**src/hw/sscr_pkg.sv**
```systemverilog
// Constants of the supply status and charger register bank
// Function
// - Fault bit 1 follows internal over-temperature.
// - Fault bit 2 follows output over-voltage protection.
// - Fault bit 3 follows output over-current protection.
// - Fault bit 4 follows short-circuit protection.
// - Fault bit 5 flags mains input outside normal range.
// - Fault bit 6 is 1 while DC output is off.
// - Fault bit 7 follows internal high-temperature alarm.
// - Unused and unsupported bits of fault, config and charge status read zero.
// - Maker name is 12 ASCII bytes in registers 0x80..0x85, space padded.
// - Model name is 12 ASCII bytes in registers 0x86..0x8b.
// - Revision group holds one byte per controller; 0xff marks absent one.
// - Build date is six ASCII digits year, month, day at 0x91.
// - Serial groups hold six-digit date at 0x94, serial number at 0x97.
// - Config bits 1:0 select charge curve, default customised.
// - Config bits 3:2 set temperature compensation slope, default 01.
// - Config bit 6 picks two-stage or three-stage charging, default three.
// - Config bit 7 enables charger mode, default power-supply mode.
// - Config high bits 0..2 enable stage timeout indication, default off.
// - Charge status low bits 0..3: complete, const current, const voltage, float.
// - Charge status bit 10 sense short, bit 11 battery absent.
// - Charge status bits 13..15 flag stage timeouts.
// - Scaling nibbles: 0 unsupported, 4..9 decades, a..f reserved.
// - Scaling bytes pack factors, first-named factor in low nibble.
package sscr_pkg;
  localparam logic [15:0] ADDR_FAULT = 16'h0040;
  localparam logic [15:0] ADDR_MAKER_HEAD = 16'h0080;
  localparam logic [15:0] ADDR_MAKER_TAIL = 16'h0083;
  localparam logic [15:0] ADDR_MODEL_HEAD = 16'h0086;
  localparam logic [15:0] ADDR_MODEL_TAIL = 16'h0089;
  localparam logic [15:0] ADDR_REVISION = 16'h008c;
  localparam logic [15:0] ADDR_BUILD_DATE = 16'h0091;
  localparam logic [15:0] ADDR_SERIAL_HEAD = 16'h0094;
  localparam logic [15:0] ADDR_SERIAL_TAIL = 16'h0097;
  localparam logic [15:0] ADDR_CONFIG = 16'h00b4;
  localparam logic [15:0] ADDR_CHARGE = 16'h00b8;
  localparam logic [15:0] ADDR_SCALE = 16'h00c0;
  // Every 48-bit group spans three consecutive 16-bit registers
  localparam logic [15:0] GROUP_REGS = 16'h0003;
  // Fault word bit positions
  localparam int FLT_OVER_TEMP = 1;
  localparam int FLT_OVER_VOLT = 2;
  localparam int FLT_OVER_CURR = 3;
  localparam int FLT_SHORT = 4;
  localparam int FLT_MAINS = 5;
  localparam int FLT_DC_OFF = 6;
  localparam int FLT_HEAT = 7;
  // Config word fields
  localparam int CFG_CURVE_LSB = 0;
  localparam int CFG_SLOPE_LSB = 2;
  localparam int CFG_STAGES = 6;
  localparam int CFG_CHARGER = 7;
  localparam int CFG_CC_TO_EN = 8;
  localparam int CFG_CV_TO_EN = 9;
  localparam int CFG_FV_TO_EN = 10;
  localparam logic [15:0] CFG_RESET = 16'h0004;
  localparam logic [15:0] CFG_WRITE_MASK = 16'h07cf;
  // Charge status bit positions
  localparam int CHG_COMPLETE = 0;
  localparam int CHG_CC = 1;
  localparam int CHG_CV = 2;
  localparam int CHG_FLOAT = 3;
  localparam int CHG_SENSE_SHORT = 10;
  localparam int CHG_NO_BATTERY = 11;
  localparam int CHG_CC_TIMEOUT = 13;
  localparam int CHG_CV_TIMEOUT = 14;
  localparam int CHG_FV_TIMEOUT = 15;
  localparam int STATUS_INPUTS = 14;
endpackage

```
**src/hw/sscr_regs.sv**
```systemverilog
// Register bank: fault, identity, charge config, charge status, scaling
`timescale 1ns/1ps
module sscr_regs
#(
  // Identity strings: byte 0 in the top byte; all values arbitrary
  parameter logic [47:0] MAKER_HEAD = 48'h51_52_53_54_55_56,
  parameter logic [47:0] MAKER_TAIL = 48'h59_5a_20_20_20_20,
  parameter logic [47:0] MODEL_HEAD = 48'h53_59_53_2e_37_36,
  parameter logic [47:0] MODEL_TAIL = 48'h2e_31_20_20_20_20,
  parameter logic [47:0] REVISIONS = 48'h15_ff_ff_ff_ff_ff,
  parameter logic [47:0] BUILD_DATE = 48'h31_37_31_31_31_38,
  parameter logic [47:0] SERIAL_TAIL = 48'h31_36_38_31_39_37,
  // Scale bytes 0..5, byte 0 in the top byte; each nibble 0 or 4..9
  parameter logic [47:0] SCALE_MAP = 48'h55_06_06_00_00_00
)
(
  input wire logic clock,
  input wire logic reset_n,
  input wire logic req_valid,
  input wire logic req_write,
  input wire logic [15:0] req_addr,
  input wire logic [15:0] req_wdata,
  output logic resp_valid,
  output logic resp_error,
  output logic [15:0] resp_data,
  input wire logic over_temp,
  input wire logic over_voltage_trip,
  input wire logic over_current_trip,
  input wire logic short_circuit,
  input wire logic mains_out_of_range,
  input wire logic dc_output_disabled,
  input wire logic internal_heat_alarm,
  input wire logic charge_complete,
  input wire logic in_const_current,
  input wire logic in_const_voltage,
  input wire logic in_float_stage,
  input wire logic temp_sense_shorted,
  input wire logic battery_absent,
  input wire logic const_current_timed_out,
  input wire logic const_voltage_timed_out,
  input wire logic float_timed_out,
  output logic [1:0] curve_select,
  output logic [1:0] temp_comp_slope,
  output logic stage_count_select,
  output logic charger_mode_enable,
  output logic const_current_timeout_enable,
  output logic const_voltage_timeout_enable,
  output logic float_timeout_enable
);
  import sscr_pkg::*;

  localparam int NSYNC = STATUS_INPUTS + 2;

  logic [NSYNC-1:0] raw_status;
  logic [NSYNC-1:0] sync_a;
  logic [NSYNC-1:0] sync_b;
  logic [15:0] config_word;
  logic [15:0] fault_word;
  logic [15:0] charge_word;
  logic [15:0] next_rdata;
  logic hit;
  logic wr_config;

  assign raw_status = {float_timed_out, const_voltage_timed_out, const_current_timed_out,
    battery_absent, temp_sense_shorted, in_float_stage, in_const_voltage,
    in_const_current, charge_complete, internal_heat_alarm, dc_output_disabled,
    mains_out_of_range, short_circuit, over_current_trip, over_voltage_trip, over_temp};

  // Status pins come from the power stage, outside this clock domain
  genvar gi;
  generate
    for (gi = 0; gi < NSYNC; gi++)
    begin : g_sync
      always_ff @(posedge clock)
      begin
        if (!reset_n)
        begin
          sync_a[gi] <= 1'b0;
          sync_b[gi] <= 1'b0;
        end
        else
        begin
          sync_a[gi] <= raw_status[gi];
          sync_b[gi] <= sync_a[gi];
        end
      end
    end
  endgenerate

  // Live level flags; no latching, each bit clears when its cause goes away
  always_comb
  begin
    fault_word = 16'h0000;
    fault_word[FLT_OVER_TEMP] = sync_b[0];
    fault_word[FLT_OVER_VOLT] = sync_b[1];
    fault_word[FLT_OVER_CURR] = sync_b[2];
    fault_word[FLT_SHORT] = sync_b[3];
    fault_word[FLT_MAINS] = sync_b[4];
    fault_word[FLT_DC_OFF] = sync_b[5];
    fault_word[FLT_HEAT] = sync_b[6];
  end

  // Charger flags mean nothing in plain supply mode, so they read zero there
  always_comb
  begin
    charge_word = 16'h0000;
    if (config_word[CFG_CHARGER])
    begin
      charge_word[CHG_COMPLETE] = sync_b[7];
      charge_word[CHG_CC] = sync_b[8];
      charge_word[CHG_CV] = sync_b[9];
      charge_word[CHG_FLOAT] = sync_b[10];
      charge_word[CHG_SENSE_SHORT] = sync_b[11];
      charge_word[CHG_NO_BATTERY] = sync_b[12];
      charge_word[CHG_CC_TIMEOUT] = sync_b[13] & config_word[CFG_CC_TO_EN];
      charge_word[CHG_CV_TIMEOUT] = sync_b[14] & config_word[CFG_CV_TO_EN];
      charge_word[CHG_FV_TIMEOUT] = sync_b[15] & config_word[CFG_FV_TO_EN];
    end
  end

  function automatic logic [15:0] group_word(input logic [47:0] grp, input logic [15:0] idx);
    logic [15:0] w;
    w = 16'h0000;
    unique case (idx)
      16'h0000: w = grp[47:32];
      16'h0001: w = grp[31:16];
      16'h0002: w = grp[15:0];
      default: w = 16'h0000;
    endcase
    return w;
  endfunction

  function automatic logic in_group(input logic [15:0] a, input logic [15:0] base);
    return (a >= base) && (a < base + GROUP_REGS);
  endfunction

  // Read decode; hit also marks the only addresses that answer without exception
  always_comb
  begin
    next_rdata = 16'h0000;
    hit = 1'b1;
    if (req_addr == ADDR_FAULT)
      next_rdata = fault_word;
    else if (in_group(req_addr, ADDR_MAKER_HEAD))
      next_rdata = group_word(MAKER_HEAD, req_addr - ADDR_MAKER_HEAD);
    else if (in_group(req_addr, ADDR_MAKER_TAIL))
      next_rdata = group_word(MAKER_TAIL, req_addr - ADDR_MAKER_TAIL);
    else if (in_group(req_addr, ADDR_MODEL_HEAD))
      next_rdata = group_word(MODEL_HEAD, req_addr - ADDR_MODEL_HEAD);
    else if (in_group(req_addr, ADDR_MODEL_TAIL))
      next_rdata = group_word(MODEL_TAIL, req_addr - ADDR_MODEL_TAIL);
    else if (in_group(req_addr, ADDR_REVISION))
      next_rdata = group_word(REVISIONS, req_addr - ADDR_REVISION);
    else if (in_group(req_addr, ADDR_BUILD_DATE))
      next_rdata = group_word(BUILD_DATE, req_addr - ADDR_BUILD_DATE);
    else if (in_group(req_addr, ADDR_SERIAL_HEAD))
      next_rdata = group_word(BUILD_DATE, req_addr - ADDR_SERIAL_HEAD);
    else if (in_group(req_addr, ADDR_SERIAL_TAIL))
      next_rdata = group_word(SERIAL_TAIL, req_addr - ADDR_SERIAL_TAIL);
    else if (req_addr == ADDR_CONFIG)
      next_rdata = config_word;
    else if (req_addr == ADDR_CHARGE)
      next_rdata = charge_word;
    else if (in_group(req_addr, ADDR_SCALE))
      next_rdata = group_word(SCALE_MAP, req_addr - ADDR_SCALE);
    else
      hit = 1'b0;
  end

  // Only the config word is writable; unsupported bits are masked to zero
  assign wr_config = req_valid && req_write && (req_addr == ADDR_CONFIG);

  always_ff @(posedge clock)
  begin
    if (!reset_n)
      config_word <= CFG_RESET;
    else if (wr_config)
      config_word <= req_wdata & CFG_WRITE_MASK;
  end

  // One answer per request, the cycle after it; a config write echoes its masked data, a refused write returns zero
  always_ff @(posedge clock)
  begin
    if (!reset_n)
    begin
      resp_valid <= 1'b0;
      resp_error <= 1'b0;
      resp_data <= 16'h0000;
    end
    else
    begin
      resp_valid <= req_valid;
      if (req_valid && req_write)
      begin
        resp_error <= !wr_config;
        resp_data <= wr_config ? (req_wdata & CFG_WRITE_MASK) : 16'h0000;
      end
      else if (req_valid)
      begin
        resp_error <= !hit;
        resp_data <= hit ? next_rdata : 16'h0000;
      end
      else
      begin
        resp_error <= 1'b0;
        resp_data <= 16'h0000;
      end
    end
  end

  // Charger controls are registered copies of the config flops, one cycle behind them
  always_ff @(posedge clock)
  begin
    if (!reset_n)
    begin
      curve_select <= CFG_RESET[CFG_CURVE_LSB +: 2];
      temp_comp_slope <= CFG_RESET[CFG_SLOPE_LSB +: 2];
      stage_count_select <= CFG_RESET[CFG_STAGES];
      charger_mode_enable <= CFG_RESET[CFG_CHARGER];
      const_current_timeout_enable <= CFG_RESET[CFG_CC_TO_EN];
      const_voltage_timeout_enable <= CFG_RESET[CFG_CV_TO_EN];
      float_timeout_enable <= CFG_RESET[CFG_FV_TO_EN];
    end
    else
    begin
      curve_select <= config_word[CFG_CURVE_LSB +: 2];
      temp_comp_slope <= config_word[CFG_SLOPE_LSB +: 2];
      stage_count_select <= config_word[CFG_STAGES];
      charger_mode_enable <= config_word[CFG_CHARGER];
      const_current_timeout_enable <= config_word[CFG_CC_TO_EN];
      const_voltage_timeout_enable <= config_word[CFG_CV_TO_EN];
      float_timeout_enable <= config_word[CFG_FV_TO_EN];
    end
  end
endmodule

```
**config.mk**
```make
export PLATFORM = sky130hd
export DESIGN_NAME = sscr_regs
export DESIGN_NICKNAME = d
export VERILOG_FILES = /design/src/hw/sscr_pkg.sv /design/src/hw/sscr_regs.sv
export SDC_FILE = /design/constraint.sdc
export NUM_CORES = 1
export LEC_CHECK = 0
export ABC_CLOCK_PERIOD_IN_PS = 6400
export BUFFER_PORTS_ARGS = -buffer_cell sky130_fd_sc_hd__buf_2
export CORE_MARGIN = 2
export CORE_UTILIZATION = 60
export DETAILED_ROUTE_END_ITERATION = 10
export PLACE_DENSITY = 0.95
export SLEW_MARGIN = 10
export SYNTH_ARGS = -nofsm -noshare
export SYNTH_HDL_FRONTEND = slang
export SYNTH_SLANG_ARGS = --single-unit
```
**constraint.sdc**
```tcl
create_clock -name clock -period 6.4 [get_ports clock]
set_input_delay 0.32 -clock clock [delete_from_list [all_inputs] [get_ports clock]]
set_output_delay 0.32 -clock clock [all_outputs]
set_load 0.005 [all_outputs]
```
* Yosys cells after proc, flatten, opt, wreduce, memory -nomap -nowiden
Index checks and enable logic that the tools add are counted.
Word-level totals: memory bits (writable) 0, input bits 52, memories kept 0, word-level logic and storage cells 160, bits in registers 68, bits in latches 0, output and inout bits 27, ROM bits 0
Operators by class: order comparisons 18, eq/ne operators 20, add/subtract/negate cells 9, multipliers 0, div/mod/pow operators 0, reductions and logical operators 25, bitwise operators 3, multiplexer cells 42, shifts and indexed selects 0
Operator list (number):
- $mux W16 | 14
- $eq A16 B1 Y1 const B | 9
- $ge A16 B8 Y1 const B | 9
- $logic_not A16 Y1 | 9
- $lt A16 B8 Y1 const B | 9
- $sub A16 B8 Y16 const B | 9
- $eq A16 B2 Y1 const B | 8
- $pmux W14 S3 | 3
- $pmux W15 S3 | 2
- $pmux W15 S2 | 2
- $eq A16 B8 Y1 const B | 2
- $pmux W16 S2 | 1
- $pmux W14 S2 | 1
- $eq A16 B7 Y1 const B | 1
- $mux W15 | 1
- $mux W1 | 14
- $logic_and A1 B1 Y1 | 11
- $mux W11 | 1
- $reduce_or A2 Y1 | 3
- $mux W4 | 1
- $and A1 B1 Y1 | 3
- $mux W3 | 1
- $logic_not A1 Y1 | 2
- $mux W2 | 1

* Logic depth before layout (Yosys ltp)
Gate-level depths: netlist of run 1.
depth after elaboration 18, depth in mapped cells 15, depth with buffers taken out 11

* Worst setup path after synthesis of run 1
Ideal clock, no wire load.
kind input port to flip-flop, start point in req_addr[8], end point reg resp_data[2], stages on the path 14, library setup time 0.087 ns, path buffers 3, required time 6.313 ns, slack 3.303 ns, arrival time 3.010 ns, path through buf_2 -> buf_1 -> inv_1 -> ha_1 -> clkbuf_1 -> nor3_1 -> a2111oi_0 -> and4b_1 -> nand4_2 -> and2_4 -> or2_1 -> and4b_1 -> a211oi_1 -> o31ai_1
On the way: word-level cells in the longest chain between the ends 18, elaborated cells between the ends (all ways) 94, classes of those cells add/sub: 7; order compare: 18; eq/ne: 16; mux: 35; reduce/logical: 18
RTL lines:
- start: declaration | RTL line sscr_regs.sv:21 | input wire logic [15:0] req_addr,
- $sub A16 B8 Y16 | RTL line sscr_regs.sv:165 | next_rdata = group_word(SCALE_MAP, req_addr - ADDR_SCALE);
- $eq A16 B1 Y1 / $logic_not A16 Y1 (equally long branches) | RTL line sscr_regs.sv:124 | unique case (idx)
- $pmux W15 S2 | RTL line sscr_regs.sv:124
- $mux W15 | RTL line sscr_regs.sv:164 | else if (in_group(req_addr, ADDR_SCALE))
- $mux W16 | RTL line sscr_regs.sv:162 | else if (req_addr == ADDR_CHARGE)
- $mux W16 | RTL line sscr_regs.sv:160 | else if (req_addr == ADDR_CONFIG)
- $mux W16 | RTL line sscr_regs.sv:158 | else if (in_group(req_addr, ADDR_SERIAL_TAIL))
- $mux W16 | RTL line sscr_regs.sv:156 | else if (in_group(req_addr, ADDR_SERIAL_HEAD))
- [... 2 more ...]
- $mux W16 | RTL line sscr_regs.sv:150 | else if (in_group(req_addr, ADDR_MODEL_TAIL))
- $mux W16 | RTL line sscr_regs.sv:148 | else if (in_group(req_addr, ADDR_MODEL_HEAD))
- $mux W16 | RTL line sscr_regs.sv:146 | else if (in_group(req_addr, ADDR_MAKER_TAIL))
- $mux W16 | RTL line sscr_regs.sv:144 | else if (in_group(req_addr, ADDR_MAKER_HEAD))
- $mux W16 | RTL line sscr_regs.sv:142 | if (req_addr == ADDR_FAULT)
- $mux W16 | RTL line sscr_regs.sv:201 | resp_data <= hit ? next_rdata : 16'h0000;
- $mux W16 | RTL line sscr_regs.sv:198 | else if (req_valid)
- $mux W16 * | RTL line sscr_regs.sv:193 | if (req_valid && req_write)
- end signal: assignment | RTL line sscr_regs.sv:196 | resp_data <= wr_config ? (req_wdata & CFG_WRITE_MASK) : 16'h0000;
- end signal: assignment | RTL line sscr_regs.sv:201
- end: declaration | RTL line sscr_regs.sv:25 | output logic [15:0] resp_data,
Mark *: on every way between the ends. The rest lies on a longest branch, timed or not. A chain may end at the register's enable or synchronous reset.

* Final worst setup path of run 1
start point in req_addr[8], end point reg resp_data[3]
On the way: word-level cells in the longest chain between the ends 17, elaborated cells between the ends (all ways) 86, classes of those cells add/sub: 5; order compare: 18; eq/ne: 13; mux: 33; reduce/logical: 17
RTL lines (RTL line):
- branches (longest 16 deep; another with $sub A16 B8 Y16)
- $mux W16 * | sscr_regs.sv:193
Mark *: on every way between the ends.

==> results of run 1 <==
-- sequential cells by signal (all words and copies together) (netlist names) --
name	flops
sync_a	16
fault_word	7
resp_valid	1
charger_mode_enable	1
config_word	9
float_timeout_enable	1
const_voltage_timeout_enable	1
const_current_timeout_enable	1
resp_data	16
temp_comp_slope	2
sync_b	9
resp_error	1
curve_select	2
stage_count_select	1
-- routing by layer --
| metal | global-route usage | wire, um | share of wire |
|---|---|---|---|
| met3 | 0.115 | 2350 | 0.14 |
| met4 | 0.101 | 439 | 0.025 |
| met1 | 0.554 | 6990 | 0.40 |
| met2 | 0.608 | 7590 | 0.44 |
| met5 | 0 | 12 | 0.00069 |
-- how the worst max path moves through the flow --
stage,slack (ns),startpoint,cells past startpoint,to
floorplan,3.30,req_addr[8],14,resp_data[2]
global placement,1.93,req_addr[8],12,resp_data[3]
detailed placement,1.86,req_addr[8],12,resp_data[3]
CTS,2.23,req_addr[8],12,resp_data[3]
global route,1.83,req_addr[8],12,resp_data[3]
finish,2.05,req_addr[8],12,resp_data[3]
-- through the flow --
step,power (uW),area [sq um]
3_5_place_dp,601,5170
6_report,982,5380
5_1_grt,1010,5380
4_1_cts,978,5380
3_3_place_gp,597,5170
2_1_floorplan,552,4880
-- logic make-up (layout without fill, tap and decap cells) --
logic type	count (synthesis)	count (layout)
muxes	6	6
and+or+nand+nor	290	290
adders and majority gates	7	7
buffers and inverters	58	100
AOI/OAI and AO/OA	177	177
xor gates and xnor gates	23	23
DFF	68	68
-- layout make-up --
type	instances	area (sq um)	share of cell area
inverter	12	45.0	0.00837
sequential	68	1360	0.253
clock inverter	6	88.8	0.0165
timing repair buffer	73	370	0.0688
clock buffer	9	124	0.0230
tap	102	128	0.0237
multi-input combinational	503	3270	0.607
-- report_power, final --
part | internal, uW | switching (uW)
combinational | 52.7 | 110
sequential | 433 | 4.11
clock | 218 | 165
total | 703 | 279
-- cells in the mapped netlist (9+ instances only) --
cell      instances
a211oi_1         10
a21boi_0          9
a21oi_1          27
and2_1           44
buf_2            19
clkbuf_1         22
dfxtp_1          68
inv_1             9
nand2_1          56
nand2b_1          9
nand3_1          20
nand4_1          18
nor2_1           41
nor3_1           28
o21ai_0          33
o21ai_1           9
or3_1            10
xnor2_1          22
==> impl_metrics.json, run 1 <==
{
  "synth_async_sr_flop_share": 0,
  "track_usage": 0.399,
  "synth_mux_area_frac": 0.0126,
  "layout_setup_ws_ns": 2.05,
  "grt_antenna_before_repair": 1,
  "ir_drop_mv": 0.235,
  "cpMaxStageDelayCell": "nor3b_1",
  "setup-tns-final_ns": 0,
  "cts_tree": "done",
  "final-hold-violation-count": 0,
  "grt_pass1_wl_um": 27300,
  "cpPeakStageDelay_ns": 0.75,
  "clockBufferDepth": 2,
  "place_inst": 758,
  "r2r_start": "config_word[7]",
  "rows": 32,
  "arrival_ns": 4.62,
  "final_cell_mix": "buf_2 (71), dfxtp_1 (68), nand2_1 (56), and2_1 (44), nor2_1 (41)",
  "p_leak_uw": 0.00203,
  "cpMostUsedCell": "nand4_1",
  "drtAntennaViolNets": 0,
  "r2r_cells": 6,
  "ys_seq_area_frac": 0.279,
  "io_buffers": 71,
  "synthAdderAreaFrac": 0.0180,
  "vias": 5440,
  "r2r_end": "resp_data[3]",
  "ys_seq_elements": 68,
  "skew_ns": 0.00638,
  "cts.sinks": 68,
  "setup_viol": 0,
  "finalNetCount": 726,
  "endpoint_kind": "flip-flop",
  "final_layout_size_suffix_gt1_frac": 0.167,
  "post-route-period-util": 0.679,
  "tightest_slew_ns": 1.08,
  "wirelength_um": 17400,
  "powerDensity_mw_per_mm2": 183,
  "die_h_um": 94.1,
  "final_common_cell": "buf_2",
  "numCtsBuffers": 9,
  "reg2reg_setup_slack_ns": 4.48,
  "wire_per_inst_um": 22.5,
  "yosys_warnings": 0,
  "ys.flop_type": "dfxtp_1",
  "finalCriticalPeriod_ns": 4.35,
  "grt_pass1_vias": 5027,
  "yosys-top-cells-area": "dfxtp_1 (28%), and2_1 (5.6%), nand2_1 (4.3%)",
  "synth_top_family_by_area": "simple AND/OR/NAND/NOR gates",
  "initial_core_util": 0.625,
  "synth-edff-count": 0,
  "syn_avg_cell_area_sq_um": 7.75,
  "instances_no_fill": 773,
  "pre_cts_slack_ns": 1.86,
  "hold_depth": 2,
  "fmaxAchievable_mhz": 230,
  "hp-class": "in -> reg",
  "hold_slack_ns": 0.183,
  "critPathLaunchType": "input pin",
  "worstSetupPathType": "in -> reg",
  "yosys.area_share.xor_xnor": 0.0413,
  "cp_num_buf_inv": 3,
  "fillers": 656,
  "synth_cells": 629,
  "first_pass_iters": 6,
  "synth-simple-area-share": 0.338,
  "overflow": 0,
  "area_growth_pct": 10.4,
  "die_w_um": 94.1,
  "drv_slew": 0,
  "grt_max_degree": 53,
  "cts_setup_buffers": 0,
  "place.gp.congestion": 1.04,
  "synth_top_area_cell": "dfxtp_1",
  "critPathTopFamily": "compound AO/OA/AOI/OAI gates",
  "drt_iter0_markers": 799,
  "cp_cell_sequence": "buf_2 > inv_1 > ha_1 > nor3b_1 > buf_4 > nand4_1 > mux2_2 > a2111oi_2 > nand4_1 > o311ai_0 > a21oi_1 > o21ai_1",
  "netlist.area_leader.share": 0.279,
  "hold_end": "sync_a[6]",
  "cts_hold_buf": 0,
  "rsz0062_at_grt": "no",
  "netlist_area_sq_mm": 0.00488,
  "outcome": "complete, no violations",
  "antenna_cells": 0,
  "synth_nets": 688,
  "core_area_sq_mm": 0.00781,
  "slew_headroom": 0.276,
  "via_per_inst": 7.04,
  "dieArea_sq_mm": 0.00886,
  "drc": 0,
  "place_hpwl_um": 12400,
  "cts_root_buf": "clkbuf_8",
  "min-delay-start": "internal_heat_alarm",
  "yosysUniqueCellTypes": 86,
  "clk_pin_slew_ns": 0.07,
  "clkLatencyLatePin_ns": 0.34,
  "path_max_fanout": 21,
  "cts.repair.resized": 0,
  "h-tree-depth": 3,
  "synth_compound_area_frac": 0.260,
  "cap_viol_max_count": 0,
  "finish.utilization": 0.689,
  "io_pins": 79,
  "cp_data_required_time_ns": 6.68
}
Note: power is estimated with default switching activity, not from simulation.
==> inputs of run 2 (changes only) <==
--- a/config.mk
+++ b/config.mk
@@ -5,12 +5,12 @@
 export SDC_FILE = /design/constraint.sdc
 export NUM_CORES = 1
 export LEC_CHECK = 0
-export ABC_CLOCK_PERIOD_IN_PS = 6400
+export ABC_CLOCK_PERIOD_IN_PS = 3900
 export BUFFER_PORTS_ARGS = -buffer_cell sky130_fd_sc_hd__buf_2
 export CORE_MARGIN = 2
-export CORE_UTILIZATION = 60
+export CORE_UTILIZATION = 52
 export DETAILED_ROUTE_END_ITERATION = 10
-export PLACE_DENSITY = 0.95
+export PLACE_DENSITY = 0.88
 export SLEW_MARGIN = 10
 export SYNTH_ARGS = -nofsm -noshare
 export SYNTH_HDL_FRONTEND = slang
==> constraint.sdc (replaced) <==
create_clock -name clock -period 3.9 [get_ports clock]
set_input_delay 0.195 -clock clock [delete_from_list [all_inputs] [get_ports clock]]
set_output_delay 0.195 -clock clock [all_outputs]
set_load 0.005 [all_outputs]
==> impl_metrics.json, run 2 (synthesized netlist as in run 1, its figures left out) <==
{
  "overflow": 0,
  "ir_drop_mv": 0.350,
  "vias": 5529,
  "grt_pass1_wl_um": 28400,
  "arrival_ns": 3.38,
  "comb_power_share": 0.180,
  "wire_per_inst_um": 22.5,
  "p_int_uw": 1110,
  "grt_antenna_before_repair": 0,
  "worstSetupPathType": "in -> reg",
  "endpoint_kind": "flip-flop",
  "initial_core_util": 0.533,
  "antenna_cells": 0,
  "core_area_sq_mm": 0.00915,
  "first_pass_iters": 6,
  "cts_hold_buf": 0,
  "final_layout_size_suffix_gt1_frac": 0.207,
  "grt_pass1_vias": 5079,
  "h-tree-depth": 3,
  "skew_ns": 0.0142,
  "hp-class": "in -> reg",
  "clockBufferDepth": 2,
  "critPathLaunchType": "input pin",
  "finalNetCount": 759,
  "place.gp.congestion": 1.08,
  "r2r_cells": 6,
  "post-route-period-util": 0.798,
  "cp_num_buf_inv": 2,
  "final_cell_mix": "buf_2 (71), dfxtp_1 (68), nand2_1 (56), and2_1 (44), nor2_1 (41)",
  "fmaxAchievable_mhz": 321,
  "cts.sinks": 68,
  "area_growth_pct": 15.4,
  "cts_tree": "done",
  "pwr-share-seq": 0.453,
  "final_area_sq_mm": 0.00563,
  "wirelength_um": 18300,
  "track_usage": 0.361,
  "via_per_inst": 6.78,
  "tightest_slew_ns": 0.778,
  "placed_area_sq_mm": 0.00543,
  "crit_cells": 11,
  "cts_root_buf": "clkbuf_8",
  "finalCriticalPeriod_ns": 3.11,
  "die_w_um": 101,
  "switchingPower_uw": 474,
  "cpMaxStageDelayCell": "o311ai_0",
  "final_common_cell": "buf_2",
  "setup-tns-final_ns": 0,
  "cp_cell_sequence": "buf_2 > inv_2 > ha_1 > a21bo_2 > o21ai_0 > or4_1 > a2111oi_2 > nand4_1 > o311ai_0 > a21oi_1 > o21ai_1",
  "rsz0062_at_grt": "no",
  "clk_pin_slew_ns": 0.09,
  "io_pins": 79,
  "cap_viol_max_count": 0,
  "p_leak_uw": 0.00219,
  "drt_iter0_markers": 652,
  "setup_viol": 0,
  "critPathTopFamily": "compound AO/OA/AOI/OAI gates",
  "rows": 35,
  "powerDensity_mw_per_mm2": 281,
  "cp_data_required_time_ns": 4.17,
  "slew_headroom": 0.478,
  "clkLatencyLatePin_ns": 0.35,
  "swShare": 0.300,
  "drtAntennaViolNets": 0,
  "io_buffers": 71,
  "cts_setup_buffers": 0,
  "drc": 0,
  "outcome": "complete, no violations",
  "power.share.clock": 0.367,
  "cpPeakStageDelay_ns": 0.60,
  "numCtsBuffers": 9,
  "path_max_fanout": 18,
  "drv_slew": 0,
  "grt_max_degree": 53,
  "hold_depth": 2,
  "dieArea_sq_mm": 0.0102,
  "final-hold-violation-count": 0,
  "cts.repair.resized": 0,
  "die_h_um": 101,
  "place_hpwl_um": 13800,
  "top_regs": "resp_data (16), sync_a (16)"
}
-- run 2: final cells by class --
type                            instances  area, sq um
Multi-Input combinational cell        503         3270
Timing Repair Buffer                  106          618
Fill cell                             786         3520
Inverter                               12         45.0
Clock buffer                            9          124
Sequential cell                        68         1360
Clock inverter                          7         75.1
Tap cell                              111          139
-- run 2: worst paths after layout --
| kind | start | to | slack [ns] |
|---|---|---|---|
| setup / recovery | req_addr[2] | resp_data[3] | 0.79 |
| hold / removal | dc_output_disabled | sync_a[5] | 0.04 |
| setup reg to reg | config_word[7] | resp_data[3] | 1.89 |
| hold reg to reg | sync_a[6] | fault_word[7] | 0.42 |
-- run 2: metal layers --
metal	GRT usage	vias up	part of all wire
met5	0	-	0
met4	0.112	0	0.026
met3	0.0978	54	0.13
met2	0.521	419	0.42
met1	0.522	2572	0.42
li1	-	2484	-
-- run 2: metrics by stage --
step,setup WS (ns),instances,hold WS (ns),util,power [uW]
2_1_floorplan,0.928,629,0.303,-,906
3_3_place_gp,0.609,800,0.401,0.593,999
3_5_place_dp,0.557,800,0.403,0.593,1000
4_1_cts,0.903,816,0.0316,0.615,1570
5_1_grt,0.616,816,0.0454,0.615,1630
6_report,0.788,816,0.0417,0.615,1580
-- run 2: power by group through the flow --
stage	clock, uW	sequential [uW]	combinational [uW]
2_1_floorplan	0	729	177
3_3_place_gp	0	731	268
3_5_place_dp	0	732	271
4_1_cts	585	716	273
5_1_grt	610	717	301
6_report	581	716	284
-- run 2: worst reg2reg max path, stage by stage, from the launching register on --
cell and delay, ns:
dfxtp_1 0.41, nand3_1 0.14, nor3_1 0.62, a221oi_1 0.24, o311ai_0 0.24, a21oi_1 0.15
o21ai_1 0.14
